## config.mk

```make
export PLATFORM = sky130hd
export DESIGN_NAME = lnk_ctrl
export DESIGN_NICKNAME = d
export VERILOG_FILES = /design/src/hw/lnk_pkg.sv /design/src/hw/lnk_wake_det.sv /design/src/hw/lnk_ctrl.sv
export SDC_FILE = /design/constraint.sdc
export NUM_CORES = 1
export LEC_CHECK = 0
export BUFFER_PORTS_ARGS = -buffer_cell sky130_fd_sc_hd__buf_4
export CORE_UTILIZATION = 50
export DETAILED_ROUTE_END_ITERATION = 16
export PLACE_DENSITY = 0.76
export SYNTH_ARGS = -nofsm -noshare
export SYNTH_HDL_FRONTEND = slang
export SYNTH_SLANG_ARGS = --single-unit
```

## constraint.sdc

```tcl
create_clock -name clk -period 4.76 [get_ports clk]
set_clock_uncertainty 0.15 [all_clocks]
set_input_delay 0.476 -clock clk [delete_from_list [all_inputs] [get_ports clk]]
set_output_delay 0.476 -clock clk [all_outputs]
set_load 0.05 [all_outputs]
```

## src/hw/lnk_pkg.sv

```systemverilog
package lnk_pkg;

    // link speed settings
    typedef enum logic [1:0] {
        LNK_RATE_20K,
        LNK_RATE_10K,
        LNK_RATE_FAST
    } lnk_rate_e;

    // requested interface mode
    typedef enum logic [1:0] {
        LNK_MODE_DISABLE,
        LNK_MODE_TXRX,
        LNK_MODE_SLEEP
    } lnk_mode_e;

    // settings issued by the serial command decoder
    typedef struct packed {
        logic cmd_valid;
        lnk_mode_e cmd_mode;
        lnk_rate_e cmd_rate;
        logic wake_enable;
    } lnk_cmd_s;

    // analog status indications
    typedef struct packed {
        logic supply_uv;
        logic over_temp;
        logic device_normal;
    } lnk_ana_s;

    localparam int LNK_CLK_HZ = 100_000_000;
    localparam int LNK_WAKE_MIN_US = 70;
    // dominant must last longer than this count to read as a wake-up
    localparam int LNK_WAKE_CYC = (LNK_WAKE_MIN_US * (LNK_CLK_HZ / 1_000_000));
    // dominant timeout: plain default in microseconds, tune per system
    localparam int LNK_TXDOM_US = 20_000;
    localparam int LNK_TXDOM_CYC = LNK_TXDOM_US * (LNK_CLK_HZ / 1_000_000);
    localparam int LNK_CNT_W = 22;

    localparam lnk_mode_e LNK_MODE_RST = LNK_MODE_DISABLE;
    localparam lnk_rate_e LNK_RATE_RST = LNK_RATE_20K;

endpackage

```

## src/hw/lnk_wake_det.sv

```systemverilog
`timescale 1ns/10ps
module lnk_wake_det
    import lnk_pkg::*;
#(
    parameter int WAKE_CYC = LNK_WAKE_CYC
) (
    // clock and reset
    input wire logic clk,
    input wire logic rst,
    // control
    input wire logic arm,
    input wire logic bus_level,
    // result
    output logic wake_pulse
);

    typedef enum logic [1:0] {
        LNK_W_IDLE,
        LNK_W_DOM,
        LNK_W_LONG
    } lnk_wst_e;

    typedef struct packed {
        lnk_wst_e st;
        logic [15:0] cnt;
        logic bus_q;
        logic pulse;
    } lnk_wake_s;

    lnk_wake_s cur;
    lnk_wake_s next_cur;

    always_comb begin
        next_cur = cur;
        next_cur.bus_q = bus_level;
        next_cur.pulse = 1'b0;
        if (!arm) begin
            next_cur.st = LNK_W_IDLE;
            next_cur.cnt = 16'h0000;
        end else begin
            case (cur.st)
                LNK_W_IDLE: begin
                    // only a real recessive-to-dominant edge starts a measurement
                    if (cur.bus_q && !bus_level) begin
                        next_cur.st = LNK_W_DOM;
                        next_cur.cnt = 16'h0000;
                    end
                end
                LNK_W_DOM: begin
                    if (bus_level) begin
                        next_cur.st = LNK_W_IDLE;
                    end else if (cur.cnt >= 16'(WAKE_CYC)) begin
                        next_cur.st = LNK_W_LONG;
                    end else begin
                        next_cur.cnt = cur.cnt + 16'h0001;
                    end
                end
                LNK_W_LONG: begin
                    if (bus_level) begin
                        next_cur.st = LNK_W_IDLE;
                        next_cur.pulse = 1'b1;
                    end
                end
                default: next_cur.st = LNK_W_IDLE;
            endcase
        end
    end

    always_ff @(posedge clk) begin
        if (rst) begin
            cur <= '{st: LNK_W_IDLE, cnt: 16'h0000, bus_q: 1'b1, pulse: 1'b0};
        end else begin
            cur <= next_cur;
        end
    end

    assign wake_pulse = cur.pulse;

endmodule

```

## src/hw/lnk_ctrl.sv

```systemverilog
// Function
// - supply undervoltage forces the bus recessive, transmit path off
// - interface transmits only while the device is in normal mode
// - host picks 20k, 10k or fast rate; matching slew setting applied
// - overtemperature disables driver and receiver; recovers by itself when cleared
// - transmit-receive mode: input low drives dominant, high releases bus
// - input low past dominant timeout forces recessive and sets status flag
// - receive output mirrors bus level while rx_enable is set: high recessive, low dominant
// - modes: transmit-receive, disabled and sleep, chosen by command
// - transmit-receive command taken only while transmit input is high
// - sleep disables transmission and keeps watching the bus for wake-up
// - sleep uses the high-value pull-up instead of the normal one
// - wake-up needs falling edge, dominant over 70 us, then rising edge
// - detected wake-up is signalled to the device mode machine
// - host can enable or disable bus wake-up detection
`timescale 1ns/10ps
module lnk_ctrl
    import lnk_pkg::*;
#(
    parameter int TXDOM_CYC = LNK_TXDOM_CYC,
    parameter int WAKE_CYC = LNK_WAKE_CYC
) (
    // clock and reset
    input wire logic clk,
    input wire logic rst,
    // settings from the serial command decoder
    input wire lnk_cmd_s cmd,
    // analog indications
    input wire lnk_ana_s ana,
    // host side pins
    input wire logic lin_tx_input_second,
    output logic lin_rx_output_second,
    // bus side
    input wire logic bus_level,
    output logic bus_drive_dom,
    output logic pullup_normal,
    output logic pullup_sleep,
    output logic rx_enable,
    output lnk_rate_e slew_rate,
    // status
    output lnk_mode_e mode,
    output logic tx_dominant_timeout,
    output logic wake_event
);

    ////////////////////////////////////////////////////////////////////////////
    typedef struct packed {
        lnk_mode_e mode;
        lnk_rate_e rate;
        logic wake_en;
        logic [LNK_CNT_W-1:0] dom_cnt;
        logic tx_q;
        logic dom_to;
        logic drive;
        logic rxo;
        logic rx_en;
        logic pu_n;
        logic pu_s;
        logic wake;
    } lnk_ctrl_s;

    lnk_ctrl_s cur;
    lnk_ctrl_s next_cur;
    logic wake_pulse;
    logic wake_arm;

    // detector only armed in sleep with wake-up enabled
    assign wake_arm = (cur.mode == LNK_MODE_SLEEP) && cur.wake_en;

    lnk_wake_det #(
        .WAKE_CYC(WAKE_CYC)
    ) u_wake (
        .clk(clk),
        .rst(rst),
        .arm(wake_arm),
        .bus_level(bus_level),
        .wake_pulse(wake_pulse)
    );

    ////////////////////////////////////////////////////////////////////////////
    always_comb begin
        next_cur = cur;
        next_cur.tx_q = lin_tx_input_second;
        next_cur.wake_en = cmd.wake_enable;
        if (cmd.cmd_valid) begin
            next_cur.rate = cmd.cmd_rate;
            case (cmd.cmd_mode)
                LNK_MODE_TXRX: begin
                    // ignored while the host holds the line dominant
                    if (lin_tx_input_second) begin
                        next_cur.mode = LNK_MODE_TXRX;
                    end
                end
                LNK_MODE_SLEEP: next_cur.mode = LNK_MODE_SLEEP;
                default: next_cur.mode = LNK_MODE_DISABLE;
            endcase
        end
        // dominant timeout; a falling edge restarts, a high input releases
        if (!lin_tx_input_second) begin
            if (cur.tx_q) begin
                next_cur.dom_cnt = '0;
            end else if (cur.dom_cnt >= LNK_CNT_W'(TXDOM_CYC)) begin
                next_cur.dom_to = 1'b1;
            end else begin
                next_cur.dom_cnt = cur.dom_cnt + 1'b1;
            end
        end else begin
            next_cur.dom_cnt = '0;
            next_cur.dom_to = 1'b0;
        end
        next_cur.drive = (cur.mode == LNK_MODE_TXRX) && !lin_tx_input_second
            && !ana.supply_uv
            && ana.device_normal
            && !ana.over_temp
            && !next_cur.dom_to;
        next_cur.rx_en = (cur.mode == LNK_MODE_TXRX) && ana.device_normal
            && !ana.over_temp;
        // receiver off reads as recessive so the host sees an idle bus
        next_cur.rxo = next_cur.rx_en ? bus_level : 1'b1;
        next_cur.pu_s = (cur.mode == LNK_MODE_SLEEP);
        next_cur.pu_n = (cur.mode != LNK_MODE_SLEEP);
        next_cur.wake = wake_pulse;
    end

    always_ff @(posedge clk) begin
        if (rst) begin
            cur <= '{mode: LNK_MODE_RST, rate: LNK_RATE_RST, wake_en: 1'b0,
                dom_cnt: '0, tx_q: 1'b1, dom_to: 1'b0, drive: 1'b0, rxo: 1'b1,
                rx_en: 1'b0, pu_n: 1'b1, pu_s: 1'b0, wake: 1'b0};
        end else begin
            cur <= next_cur;
        end
    end

    ////////////////////////////////////////////////////////////////////////////
    assign bus_drive_dom = cur.drive;
    assign lin_rx_output_second = cur.rxo;
    assign rx_enable = cur.rx_en;
    assign pullup_normal = cur.pu_n;
    assign pullup_sleep = cur.pu_s;
    assign slew_rate = cur.rate;
    assign mode = cur.mode;
    assign tx_dominant_timeout = cur.dom_to;
    assign wake_event = cur.wake;

endmodule

```

# Yosys cells after proc, flatten, opt, wreduce, memory -nomap -nowiden
# Index checks and enable logic that the tools add are counted.
op_classes:
  addsub: 2
  n_mul: 0
  n_div: 0
  n_lt_le_gt_ge: 2
  eq_ne: 13
  shifts: 0
  n_mux: 14
  n_bitwise: 3
  reduce_logical: 23
ops:
  columns: ["cell", "n"]
  rows:
  - ["$mux W16", 2]
  - ["$pmux W16 S2", 1]
  - ["$add A22 B1 Y22 const B", 1]
  - ["$ge A22 B21 Y1 const B", 1]
  - ["$mux W18", 1]
  - ["$add A16 B1 Y16 const B", 1]
  - ["$ge A16 B13 Y1 const B", 1]
  - ["$ne A2 B2 Y1 const B", 5]
  - ["$logic_and A1 B1 Y1", 9]
  - ["$mux W2", 4]
  - ["$eq A2 B1 Y1 const B", 3]
  - ["$eq A2 B2 Y1 const B", 3]
  - ["$pmux W2 S3", 1]
  - ["$reduce_or A3 Y1", 2]
  - ["$logic_not A1 Y1", 5]
  - ["$mux W1", 4]
  - ["$pmux W2 S2", 1]
  - ["$reduce_and A4 Y1", 1]
  - ["$reduce_or A2 Y1", 2]
  - ["$ne A3 B2 Y1 const B", 1]
  - ["$not A1 Y1", 3]
  - ["$reduce_and A3 Y1", 1]
  - ["$logic_not A2 Y1", 1]
  - ["$ne A2 B1 Y1 const B", 1]
  - ["other kinds (2)", 2]
word_totals:
  reg_bits: 55
  latchBits: 0
  ram_bits: 0
  romBits: 0
  in_bits: 13
  output_inout_bits: 11
  word_cells: 73
  memories: 0

# Longest topological paths before layout
# Gate-level depths: netlist of the first run.
logic_depth:
  ltp_word: 6
  ltp_mapped: 7
  mapped_depth_nobuf: 6

# By module
# From an unflattened synthesis of the first run, not the netlist that was laid out.
unflattened:
  cells_unflattened: 284
  area_unflattened_um2: 2601.2
modules_own_cells:
  columns: ["module", "instances", "cells_each", "area_per_inst_um2", "seq_area_each_um2"]
  rows:
  - ["lnk_ctrl", 1, 170, 1641.6, 700.7]
  - ["lnk_wake_det", 1, 114, 959.7, 400.4]

# Worst setup path after synthesis of the first run
# No wires, ideal clock.
synth_timing:
  path_type: "input to register"
  from: "input port bus_level"
  to: "register u_wake.cur[12] (netlist bit)"
  setup_time_ps: 122
  t_arrival_ps: 1604
  t_required_ps: 4488
  setup_slack_ps: 2884
  stages: 5
  cell_sequence: "or4b_1 and4_1 buf_2 o21ai_1 o31ai_1"
synth_via:
  elab_chain_len: 4
  elab_cells_between_ends: 5
  classes_between: "eq/ne (2); reduce/logical (3)"
synth_rtl:
  columns: ["element", "line", "source"]
  rows:
  - ["start, declared", "lnk_ctrl.sv:34", "input wire logic bus_level,"]
  - ["$logic_not A1 Y1", "lnk_wake_det.sv:44", "if (cur.bus_q && !bus_level) begin"]
  - ["$logic_and A1 B1 Y1", "lnk_wake_det.sv:44", null]
  - ["$ne A2 B1 Y1 (no line)", null, null]
  - ["$reduce_and A4 Y1 (no line) *", null, null]
  - ["end signal, assigned", "lnk_wake_det.sv:71", "cur <= '{st: LNK_W_IDLE, cnt: 16'h0000, bus_q: 1'b1, pulse: 1'b0};"]
  - ["end signal, assigned", "lnk_wake_det.sv:73", "cur <= next_cur;"]
  - ["end, declared", "lnk_wake_det.sv:30", "lnk_wake_s cur;"]
# Every way passes the cells marked *; elsewhere a longest branch is shown, timed or not.
# A chain may end at the register's enable or synchronous reset.

# Final worst setup path of the first run
layout_timing:
  from: "register cur, in the netlist mode[0]"
  to: "register u_wake.cur[5] (netlist bit)"
layout_via:
  elab_chain_len: 4
layout_rtl:
  columns: ["element", "line", "source"]
  rows:
  - ["start, declared", "lnk_ctrl.sv:62", "lnk_ctrl_s cur;"]
  - ["start signal, assigned", "lnk_ctrl.sv:127", "cur <= '{mode: LNK_MODE_RST, rate: LNK_RATE_RST, wake_en: 1'b0,"]
  - ["start signal, assigned", "lnk_ctrl.sv:131", "cur <= next_cur;"]
  - ["$eq A2 B2 Y1", "lnk_ctrl.sv:68", "assign wake_arm = (cur.mode == LNK_MODE_SLEEP) && cur.wake_en;"]
  - ["$logic_and A1 B1 Y1", "lnk_ctrl.sv:68", null]
  - ["$not A1 Y1 (no line)", null, null]
  - ["$reduce_or A2 Y1 (no line)", null, null]
# Every way passes these cells.

==> run summary, run 1 <==
STATUS
-----------------------------------------------------------------------------------------------
Result of the run                                                                     completed

TIMING
-----------------------------------------------------------------------------------------------
Worst hold slack                                                                       0.169 ns
Slew at the pin closest to its max-slew limit                                           1.13 ns
Final-report max-slew violation count                                                         0
Final cycle utilization of the critical path                                              51.6%
Number of hold violations in the final report                                                 0
Setup violations, final                                                                       0
Crit path time final                                                                    2.46 ns
RSZ-0062 raised after global routing                                                      false
Max frequency                                                                         0.407 GHz
Setup TNS                                                                                  0 ns
Worst slew margin                                                                         23.5%

DRT
-----------------------------------------------------------------------------------------------
DRC viols                                                                                     0
Top layer in use                                                                           met4
Routed via count divided by cell count                                                     5.66
Routed wire length                                                                      5.07 mm
Met2 WL                                                                                 2.29 mm
Routed length on met3                                                                    237 um
Vias after detailed routing                                                                2095
Length of the first detailed-routing pass in iterations                                       4
Wl on met1                                                                              2.47 mm
DRC violation total after the first TritonRoute iteration                                    86
Count of antenna-violating nets left after detailed routing                                   0
Routed length per instance                                                              13.7 um

FLOORPLANNING
-----------------------------------------------------------------------------------------------
Count of standard-cell rows                                                                  25
Width of the die                                                                        72.8 um
Die span in y                                                                           72.8 um
Area of the placeable core                                                             4790 um2
Num ports                                                                                    24
Effective utilization at floorplan                                                        52.3%
DIE AREA                                                                               5300 um2

SYNTHESIS
-----------------------------------------------------------------------------------------------
Post-synthesis register bit count                                                            55
Top area cells in the synthesized netlist                                          dfxtp_1, nor2_1, nand2_1
Number of instances in the synthesized netlist                                              285
Unique masters post-synth                                                                    54
Number of flops mapped to enable cells by yosys                                               0
Fraction of registers with async set/reset                                                   0%
Top FF cell, synth                                                                      dfxtp_1
Library cell with the largest summed area after synthesis                               dfxtp_1
Syn Std Cell Area                                                                      2500 um2
Commonest cells in the netlist                                                     dfxtp_1, nor2_1, nand2_1
Post-Syn Nets                                                                               302
Cell with the most instances after synthesis                                            dfxtp_1
Yosys warns                                                                                   0
Mean cell area of the mapped netlist                                                   8.79 um2
Share of Yosys cell area claimed by the top area cell type                                44.0%
Share of synthesized area occupied by flip-flops and latches                              44.0%

GLOBAL ROUTING
-----------------------------------------------------------------------------------------------
Largest net degree at the start of global routing                                            22
GRT Residual Overflow                                                                         0
Number of antenna violations at the first check in global routing                             0
Global-route wire length before repair                                                  8.61 mm
GRT Util Overall                                                                          20.6%
Vias in the first global route                                                             1917

POWER
-----------------------------------------------------------------------------------------------
Areal power density over the cells                                                   294 nW/um2
Leakage power total                                                                     1.02 nW
Maximum vdd ir drop                                                                    0.189 mV
Power Total                                                                            0.824 mW

CLOCKING
-----------------------------------------------------------------------------------------------
Clk_lat worst skew                                                                      0.31 ns
CTS Sinks                                                                                    55
Clock input transition at the sequential cells of the worst setup and hold paths        0.10 ns
Number of setup buffers added after CTS                                                       0
Largest buffer count on any clock path                                                        2
Clock tree from TritonCTS                                                                  done
Cts repair resizes                                                                            0
CTS Root Buffer Type                                                                   clkbuf_8
CTS H-Tree Depth                                                                              2
Hold buffer count at CTS                                                                      0
TritonCTS buffer count                                                                        5

FINISH
-----------------------------------------------------------------------------------------------
Filler cell count in the final layout                                                       447
Number of antenna diodes                                                                      0
Proportion of layout cells with a drive suffix above 1                                    14.9%
Total number of nets in the final design                                                    319
Area Growth Syn to Fin                                                                    12.0%
Post-route design area                                                                 2810 um2

WORST HOLD PATH
-----------------------------------------------------------------------------------------------
Number of stages on the worst hold path                                                       2
Kind of path behind the tightest hold check                                        input port to flop

CRITICAL PATH
-----------------------------------------------------------------------------------------------
Delay-heaviest family, CP                                                          simple AND/OR/NAND/NOR gates
Crit path arrival time                                                                  2.53 ns
Crit Path Category                                                                 flop to flop
Maximum cell stage delay along the critical path                                        0.96 ns
Endpoint required time on the critical path                                             4.84 ns
Critical-path cell with the highest stage delay                                        nor4bb_1
Type of element launching the critical path                                                flop
Bufs and invs on worst path                                                                   0
Worst Path Max Fanout                                                                        15
Cell count of the worst reg-to-reg path                                                       4
Critical path cell sequence                                                        nor4bb_1 -> and4_1 -> o21ai_0 -> o31ai_1
Stages on the worst setup path                                                                4
Crit path capture type                                                                     flop

PLACE
-----------------------------------------------------------------------------------------------
Count of buffers inserted at the top-level ports                                             23
HPWL after DPL                                                                          3.46 mm
Placed cell areas                                                                      2690 um2
Weighted congestion reported at the end of routability-driven placement                   0.819

FLOW RUN
-----------------------------------------------------------------------------------------------
Max-cap check violation count                                                                 0

[cell type report]
| type | instances | area [um2] | share of cell area, % |
|---|---|---|---|
| sequential | 55 | 1100 | 39.3 |
| tap | 67 | 83.8 | 2.99 |
| multi-input combinational | 210 | 1300 | 46.5 |
| inverter | 7 | 26.3 | 0.937 |
| clock buffer | 6 | 82.6 | 2.94 |
| timing repair buffer | 23 | 173 | 6.16 |
| clock inverter | 2 | 35.0 | 1.25 |
[sequential cells by signal, summed over array words and instances, names as in the netlist, 2 cells and up]
signal      flops
cur            24
u_wake.cur     19
mode            2
slew_rate       2
[per-layer routing]
layer	global-route usage (%)	vias up
li1	-	1071
met1	28.6	964
met2	31.9	54
met3	4.83	6
met4	6.54	0
met5	0	-
[power by group]
group / internal, mW / leakage [nW] / switching (mW)
logic: 0.0140 / 0.518 / 0.0194
clock network: 0.170 / 0.0612 / 0.154
registers: 0.464 / 0.445 / 0.00258
total: 0.648 / 1.02 / 0.176
[worst paths after layout]
check | start | end | slack (ns)
worst max register to register | mode[0]$_SDFFE_PP0P_ | u_wake.cur[5]$_SDFFE_PP0P_ | 2.30
worst max-delay path | mode[0]$_SDFFE_PP0P_ | u_wake.cur[5]$_SDFFE_PP0P_ | 2.30
worst min-delay path | ana[2] | bus_drive_dom$_SDFF_PP0_ | 0.17
worst min register to register | u_wake.cur[17]$_SDFFE_PP0P_ | u_wake.cur[17]$_SDFFE_PP0P_ | 0.32
[layout by cell type (no fill, tap or decap), types with 4 or more instances in the layout]
cell type  netlist  layout
or3_1            6       6
ha_1             4       4
o21ai_1          6       6
inv_1            7       7
nand2_1         25      25
o31ai_1          7       7
dfxtp_1         55      55
a21oi_1         18      18
clkbuf_8         0       6
nor2_1          28      28
and2_1           7       7
or2_2            4       4
nand4_1          8       8
nand3_1         14      14
buf_4            4      23
xnor2_1          9       9
nor3_1           6       6
a31oi_1          5       5
o21ai_0         14      14
[logic make-up (layout without fill, tap and decap cells)]
logic type | after synthesis | after routing | synth area share (%)
adder cells (fa/ha/maj) | 4 | 4 | 2.00
XOR/XNOR | 10 | 10 | 3.50
buffers and inverters | 20 | 38 | 4.00
AND/OR/NAND/NOR | 121 | 121 | 25.6
flip-flops | 55 | 55 | 44.0
multiplexers | 3 | 3 | 1.20
AO/OA/AOI/OAI | 72 | 72 | 19.7
[through the flow]
step	utilization [%]	std cells	worst slack (ns)
after CTS	58.6	370	2.28
after detailed placement	56.2	362	2.02
after global routing	58.6	370	1.96
after global placement	56.2	362	2.17
final	58.6	370	2.30
after floorplan	-	285	2.88
Note: power is estimated with default switching activity, not from simulation.
==> inputs of run 2 (changes only) <==
--- a/config.mk
+++ b/config.mk
@@ -8,7 +8,7 @@
 export BUFFER_PORTS_ARGS = -buffer_cell sky130_fd_sc_hd__buf_4
 export CORE_UTILIZATION = 50
 export DETAILED_ROUTE_END_ITERATION = 16
-export PLACE_DENSITY = 0.76
+export PLACE_DENSITY = 0.79
 export SYNTH_ARGS = -nofsm -noshare
 export SYNTH_HDL_FRONTEND = slang
 export SYNTH_SLANG_ARGS = --single-unit
==> constraint.sdc (replaced) <==
create_clock -name clk -period 1.99 [get_ports clk]
set_clock_uncertainty 0.15 [all_clocks]
set_input_delay 0.199 -clock clk [delete_from_list [all_inputs] [get_ports clk]]
set_output_delay 0.199 -clock clk [all_outputs]
set_load 0.05 [all_outputs]
==> run 2 against run 1 <==
  * The flow now finishes with violations (hold timing)
  * Die area unchanged
  * Count of clock-buffer cells in the layout down 1
  * Sequential share of layout area down 3.1 points
  * Sequential power grew 140%
  * Non-clock buffer count increased by 27
  * Global-route usage increased by 1.9 points
  * Cell count is 7.3% higher
  * Fmax grew 29%
  * Hold slack worse by 0.17 ns
  * Routed wire length grew 11%
  * Worst setup slack worse by 2.2 ns
  * Critical endpoint is now u_wake.cur[13]$_SDFFE_PP0P_
==> run summary, run 2 (same netlist as run 1, synthesis figures left out) <==
GLOBAL ROUTING
-----------------------------------------------------------------------------------------------
Largest net degree at the start of global routing                                            19
Vias in the first global route                                                             2050
GRT Residual Overflow                                                                         0
GRT Util Overall                                                                          22.5%
Global-route wire length before repair                                                  9.34 mm
Number of antenna violations at the first check in global routing                             0

CLOCKING
-----------------------------------------------------------------------------------------------
Clock tree from TritonCTS                                                                  done
CTS Root Buffer Type                                                                   clkbuf_8
Clock input transition at the sequential cells of the worst setup and hold paths        0.10 ns
Largest buffer count on any clock path                                                        2
CTS H-Tree Depth                                                                              2
CTS Sinks                                                                                    55
Clk_lat worst skew                                                                      0.31 ns
TritonCTS buffer count                                                                        5

FLOW RUN
-----------------------------------------------------------------------------------------------
Max-cap check violation count                                                                 0

FINISH
-----------------------------------------------------------------------------------------------
Registers with the most flip-flops                                                 cur (24), u_wake.cur (19)
Proportion of layout cells with a drive suffix above 1                                    20.0%
Total number of nets in the final design                                                    346
Largest register FFs                                                                         24
Register with the highest flop count                                                        cur
Core Util, Final                                                                          63.8%
Number of antenna diodes                                                                      0
Top library cells by usage in the layout, fill and taps aside                      dfxtp_1, buf_4, nor2_1
Area Growth Syn to Fin                                                                    21.9%
Most common library cell in the layout ignoring fill and taps                           dfxtp_1

CRITICAL PATH
-----------------------------------------------------------------------------------------------
Crit Path Category                                                                 flop to flop
Bufs and invs on worst path                                                                   0
Type of element launching the critical path                                                flop
Maximum cell stage delay along the critical path                                        0.60 ns
Delay-heaviest family, CP                                                          simple AND/OR/NAND/NOR gates
Endpoint required time on the critical path                                             2.04 ns
Crit path capture type                                                                     flop
Top cell by count, worst path                                                           o21ai_0
Reg-to-reg slack, setup                                                                 0.09 ns
Critical-path cell with the highest stage delay                                          or4b_1
Critical path cell sequence                                                        or4b_1 -> and4_2 -> o21ai_0 -> o21ai_0
Crit path arrival time                                                                  1.95 ns
Worst Path Max Fanout                                                                        15

TIMING
-----------------------------------------------------------------------------------------------
Slew at the pin closest to its max-slew limit                                          0.457 ns
Worst slew margin                                                                         69.3%
Number of hold violations in the final report                                                 1
Final-report max-slew violation count                                                         0
Worst hold slack                                                                    -0.00286 ns
Crit path time final                                                                    1.90 ns
Max frequency                                                                         0.527 GHz
RSZ-0062 raised after global routing                                                       true
Setup violations, final                                                                       0
Final cycle utilization of the critical path                                              95.4%

POWER
-----------------------------------------------------------------------------------------------
Switching Share                                                                           21.9%
Psw                                                                                    0.432 mW
Areal power density over the cells                                                   646 nW/um2
Sequential share of power                                                                 56.6%
Leakage power total                                                                     1.15 nW
Gate power share                                                                           5.3%
Internal                                                                                1.54 mW
Maximum vdd ir drop                                                                    0.609 mV
Part of the total power dissipated in the clock network                                   38.1%

DRT
-----------------------------------------------------------------------------------------------
Length of the first detailed-routing pass in iterations                                       4
Routed length per instance                                                              14.1 um
Count of antenna-violating nets left after detailed routing                                   0
DRC viols                                                                                     0
Vias after detailed routing                                                                2257
Routed via count divided by cell count                                                     5.69
Routed wire length                                                                      5.61 mm
DRC violation total after the first TritonRoute iteration                                   162

PLACE
-----------------------------------------------------------------------------------------------
HPWL after DPL                                                                          3.77 mm
Count of buffers inserted at the top-level ports                                             23
Weighted congestion reported at the end of routability-driven placement                   0.823

FLOORPLANNING
-----------------------------------------------------------------------------------------------
Num ports                                                                                    24
Effective utilization at floorplan                                                        52.3%
DIE AREA                                                                               5300 um2
Area of the placeable core                                                             4790 um2
Die span in y                                                                           72.8 um
Width of the die                                                                        72.8 um
Count of standard-cell rows                                                                  25

STATUS
-----------------------------------------------------------------------------------------------
Violated checks                                                                     hold timing
Result of the run                                                                  complete, but fails checks

WORST HOLD PATH
-----------------------------------------------------------------------------------------------
Kind of path behind the tightest hold check                                        input port to flop

run 2: routing by layer:
metal  vias up  part of all wire [%]  GRT usage, %
li1       1123                     -             -
met4         0                   1.8          7.84
met5         -                     0             0
met3        12                   5.4          4.14
met2        68                    48          37.3
met1      1054                    45          29.5
run 2: path summary, 6_finish.rpt:
path | startpoint | to | cells past startpoint
max reg2reg | u_wake.cur[18]$_SDFFE_PP0P_ | u_wake.cur[13]$_SDFFE_PP0P_ | 4
min | rst | pullup_sleep$_SDFF_PP0_ | 2
min reg2reg | u_wake.wake_pulse$_SDFF_PP0_ | wake_event$_SDFF_PP0_ | 1
max | u_wake.cur[18]$_SDFFE_PP0P_ | u_wake.cur[13]$_SDFFE_PP0P_ | 4
run 2: power by group through the flow:
| stage | clock (mW) | combinational [mW] | sequential (mW) |
|---|---|---|---|
| global route | 0.807 | 0.111 | 1.12 |
| CTS | 0.760 | 0.101 | 1.12 |
| detailed placement | 0 | 0.0822 | 1.14 |
| floorplan | 0 | 0.0476 | 1.14 |
| global placement | 0 | 0.0804 | 1.14 |
| finish | 0.751 | 0.104 | 1.12 |
run 2: timing repair:
item,CTS,global route
endpoints found under the setup margin,0,6
hold buffers,12,0
gates resized for setup,0,6
setup buffers,0,0
hold endpoints to repair,11,0
run 2: area by class of cell:
cell class / count / area (um2)
Tap cell: 67 / 83.8
Fill cell: 379 / 1730
Sequential cell: 55 / 1100
Clock inverter: 3 / 46.3
Clock buffer: 5 / 68.8
Inverter: 7 / 26.3
Multi-Input combinational cell: 210 / 1320
Timing Repair Buffer: 50 / 405
run 2: stage by stage:
step | setup slack, ns | instance area (um2) | power (mW) | instances | setup TNS [ns]
floorplan | 0.199 | 2500 | 1.19 | 285 | 0
global placement | 0.143 | 2800 | 1.22 | 377 | 0
detailed placement | 0.0601 | 2800 | 1.22 | 377 | 0
CTS | 0.0382 | 3040 | 1.98 | 397 | 0
global route | -0.0137 | 3050 | 2.04 | 397 | -0.0137
finish | 0.0907 | 3050 | 1.97 | 397 | 0
==> inputs of run 3 (changes only) <==
--- a/config.mk
+++ b/config.mk
@@ -8,7 +8,7 @@
 export BUFFER_PORTS_ARGS = -buffer_cell sky130_fd_sc_hd__buf_4
 export CORE_UTILIZATION = 50
 export DETAILED_ROUTE_END_ITERATION = 16
-export PLACE_DENSITY = 0.79
+export PLACE_DENSITY = 0.72
 export SYNTH_ARGS = -nofsm -noshare
 export SYNTH_HDL_FRONTEND = slang
 export SYNTH_SLANG_ARGS = --single-unit
==> run 3 against run 2 <==
  * The flow now finishes without violations
  * Sequential share of layout area increased by 0.063 points
  * Worst setup slack improved by 0.012 ns
  * Die area unchanged
  * Routed wire length is 5.1% lower
  * Critical endpoint is now cur[24]$_SDFFE_PP0N_
  * Clock power shrank 9.7%
  * Total power is 3.8% lower
  * Largest cell class unchanged
  * Fmax grew 0.62%
  * Non-clock buffer count up 1
==> run summary, run 3 (same netlist as run 1, synthesis figures left out) <==
PLACE
-----------------------------------------------------------------------------------------------
Weighted congestion reported at the end of routability-driven placement                   0.805
Count of buffers inserted at the top-level ports                                             23
HPWL after DPL                                                                          3.69 mm

POWER
-----------------------------------------------------------------------------------------------
Psw                                                                                    0.468 mW
Gate power share                                                                           5.4%
Part of the total power dissipated in the clock network                                   35.8%
Leakage power total                                                                     1.16 nW
Maximum vdd ir drop                                                                    0.524 mV
Switching Share                                                                           24.7%
Internal                                                                                1.43 mW
Sequential share of power                                                                 58.9%
Areal power density over the cells                                                   623 nW/um2

CLOCKING
-----------------------------------------------------------------------------------------------
Largest buffer count on any clock path                                                        2
CTS Sinks                                                                                    55
CTS Root Buffer Type                                                                   clkbuf_8
Clock input transition at the sequential cells of the worst setup and hold paths        0.11 ns
CTS H-Tree Depth                                                                              2
TritonCTS buffer count                                                                        5
Clock tree from TritonCTS                                                                  done
Clk_lat worst skew                                                                      0.31 ns

TIMING
-----------------------------------------------------------------------------------------------
Number of hold violations in the final report                                                 0
Slew at the pin closest to its max-slew limit                                          0.437 ns
Final cycle utilization of the critical path                                              94.9%
Worst slew margin                                                                         70.8%
Setup TNS                                                                                  0 ns
RSZ-0062 raised after global routing                                                      false
Setup violations, final                                                                       0
Crit path time final                                                                    1.89 ns
Max frequency                                                                         0.530 GHz
Final-report max-slew violation count                                                         0

CRITICAL PATH
-----------------------------------------------------------------------------------------------
Crit path capture type                                                                     flop
Endpoint required time on the critical path                                             2.09 ns
Crit path arrival time                                                                  1.98 ns
Type of element launching the critical path                                                flop
Crit Path Category                                                                 flop to flop
Worst Path Max Fanout                                                                         8

DRT
-----------------------------------------------------------------------------------------------
Routed wire length                                                                      5.33 mm
Count of antenna-violating nets left after detailed routing                                   0
Routed via count divided by cell count                                                     5.61
Routed length per instance                                                              13.4 um
DRC violation total after the first TritonRoute iteration                                   130
Vias after detailed routing                                                                2231
Length of the first detailed-routing pass in iterations                                       4
DRC viols                                                                                     0

FINISH
-----------------------------------------------------------------------------------------------
Proportion of layout cells with a drive suffix above 1                                    20.2%
Largest register FFs                                                                         24
Core Util, Final                                                                          63.6%
Area used by sequential logic in the layout                                            1100 um2
Filler cell count in the final layout                                                       402
Most common library cell in the layout ignoring fill and taps                           dfxtp_1
Register with the highest flop count                                                        cur
Top library cells by usage in the layout, fill and taps aside                      dfxtp_1, buf_4, nor2_1
Registers with the most flip-flops                                                 cur (24), u_wake.cur (19)
Area occupied by multi-input gates                                                     1320 um2
Area Growth Syn to Fin                                                                    21.5%
Total number of nets in the final design                                                    347
Number of antenna diodes                                                                      0

FLOORPLANNING
-----------------------------------------------------------------------------------------------
Area of the placeable core                                                             4790 um2
DIE AREA                                                                               5300 um2
Num ports                                                                                    24
Count of standard-cell rows                                                                  25
Effective utilization at floorplan                                                        52.3%
Width of the die                                                                        72.8 um
Die span in y                                                                           72.8 um

GLOBAL ROUTING
-----------------------------------------------------------------------------------------------
Number of antenna violations at the first check in global routing                             0
Global-route wire length before repair                                                  9.17 mm
Largest net degree at the start of global routing                                            21
Vias in the first global route                                                             1988
GRT Util Overall                                                                          22.1%
GRT Residual Overflow                                                                         0

FLOW RUN
-----------------------------------------------------------------------------------------------
Max-cap check violation count                                                                 0

STATUS
-----------------------------------------------------------------------------------------------
Result of the run                                                                     completed

WORST HOLD PATH
-----------------------------------------------------------------------------------------------
Kind of path behind the tightest hold check                                        input port to flop

==> run 3: through the flow <==
| step | instance area (um2) | cells | hold slack (ns) | setup WS [ns] | power, mW |
|---|---|---|---|---|---|
| CTS | 3030 | 398 | 0.0175 | 0.0473 | 1.91 |
| floorplan | 2500 | 285 | 0.125 | 0.199 | 1.19 |
| detailed placement | 2820 | 379 | 0.219 | 0.0796 | 1.22 |
| finish | 3040 | 398 | 0.0265 | 0.102 | 1.90 |
| global placement | 2820 | 379 | 0.219 | 0.118 | 1.22 |
| global route | 3040 | 398 | 0.0213 | 0.0170 | 1.96 |
==> run 3: final cells by class <==
cell class                 count  area share (%)
clock buffer                   5            2.26
sequential                    55            36.2
multi-input combinational    210            43.4
inverter                       7           0.863
clock inverter                 3            1.03
tap                           67            2.75
timing repair buffer          51            13.5
==> run 3: worst paths after layout <==
check                                from                     to  slack, ns  cells after the start
min reg2reg  u_wake.wake_pulse$_SDFF_PP0_  wake_event$_SDFF_PP0_       0.31                      1
min                                   rst      cur[7]$_SDFF_PP1_       0.03                      2
max                  cur[21]$_SDFFE_PP0N_   cur[24]$_SDFFE_PP0N_       0.10                      5
max reg2reg          cur[21]$_SDFFE_PP0N_   cur[24]$_SDFFE_PP0N_       0.10                      5
==> run 3: critical path: stages (launching register included) <==
cell and delay (ns):
dfxtp_1 0.35, nor3_1 0.32, and3_4 0.28, o21ai_4 0.11
or4_1 0.48, a21oi_1 0.14
==> run 3: power groups by stage <==
stage / Combinational (mW) / Sequential [mW] / Clock (mW)
3_5_place_dp: 0.0827 / 1.14 / 0
4_1_cts: 0.100 / 1.12 / 0.695
2_1_floorplan: 0.0476 / 1.14 / 0
3_3_place_gp: 0.0818 / 1.14 / 0
5_1_grt: 0.108 / 1.12 / 0.729
6_report: 0.102 / 1.12 / 0.678
==> run 3: timing repair <==
item | CTS | global route
gates resized for setup | 0 | 5
hold buffers | 11 | 0
setup buffers | 0 | 0
hold endpoints to repair | 12 | 0
endpoints found under the setup margin | 0 | 11
==> run 3: routing by layer <==
metal / part of all wire [%] / global-route usage (%) / vias up
met5: 0 / 0 / -
met2: 45 / 33.6 / 70
met4: 0.86 / 5.01 / 0
met1: 47 / 31.4 / 1038
li1: - / - / 1118
met3: 7.0 / 5.66 / 5
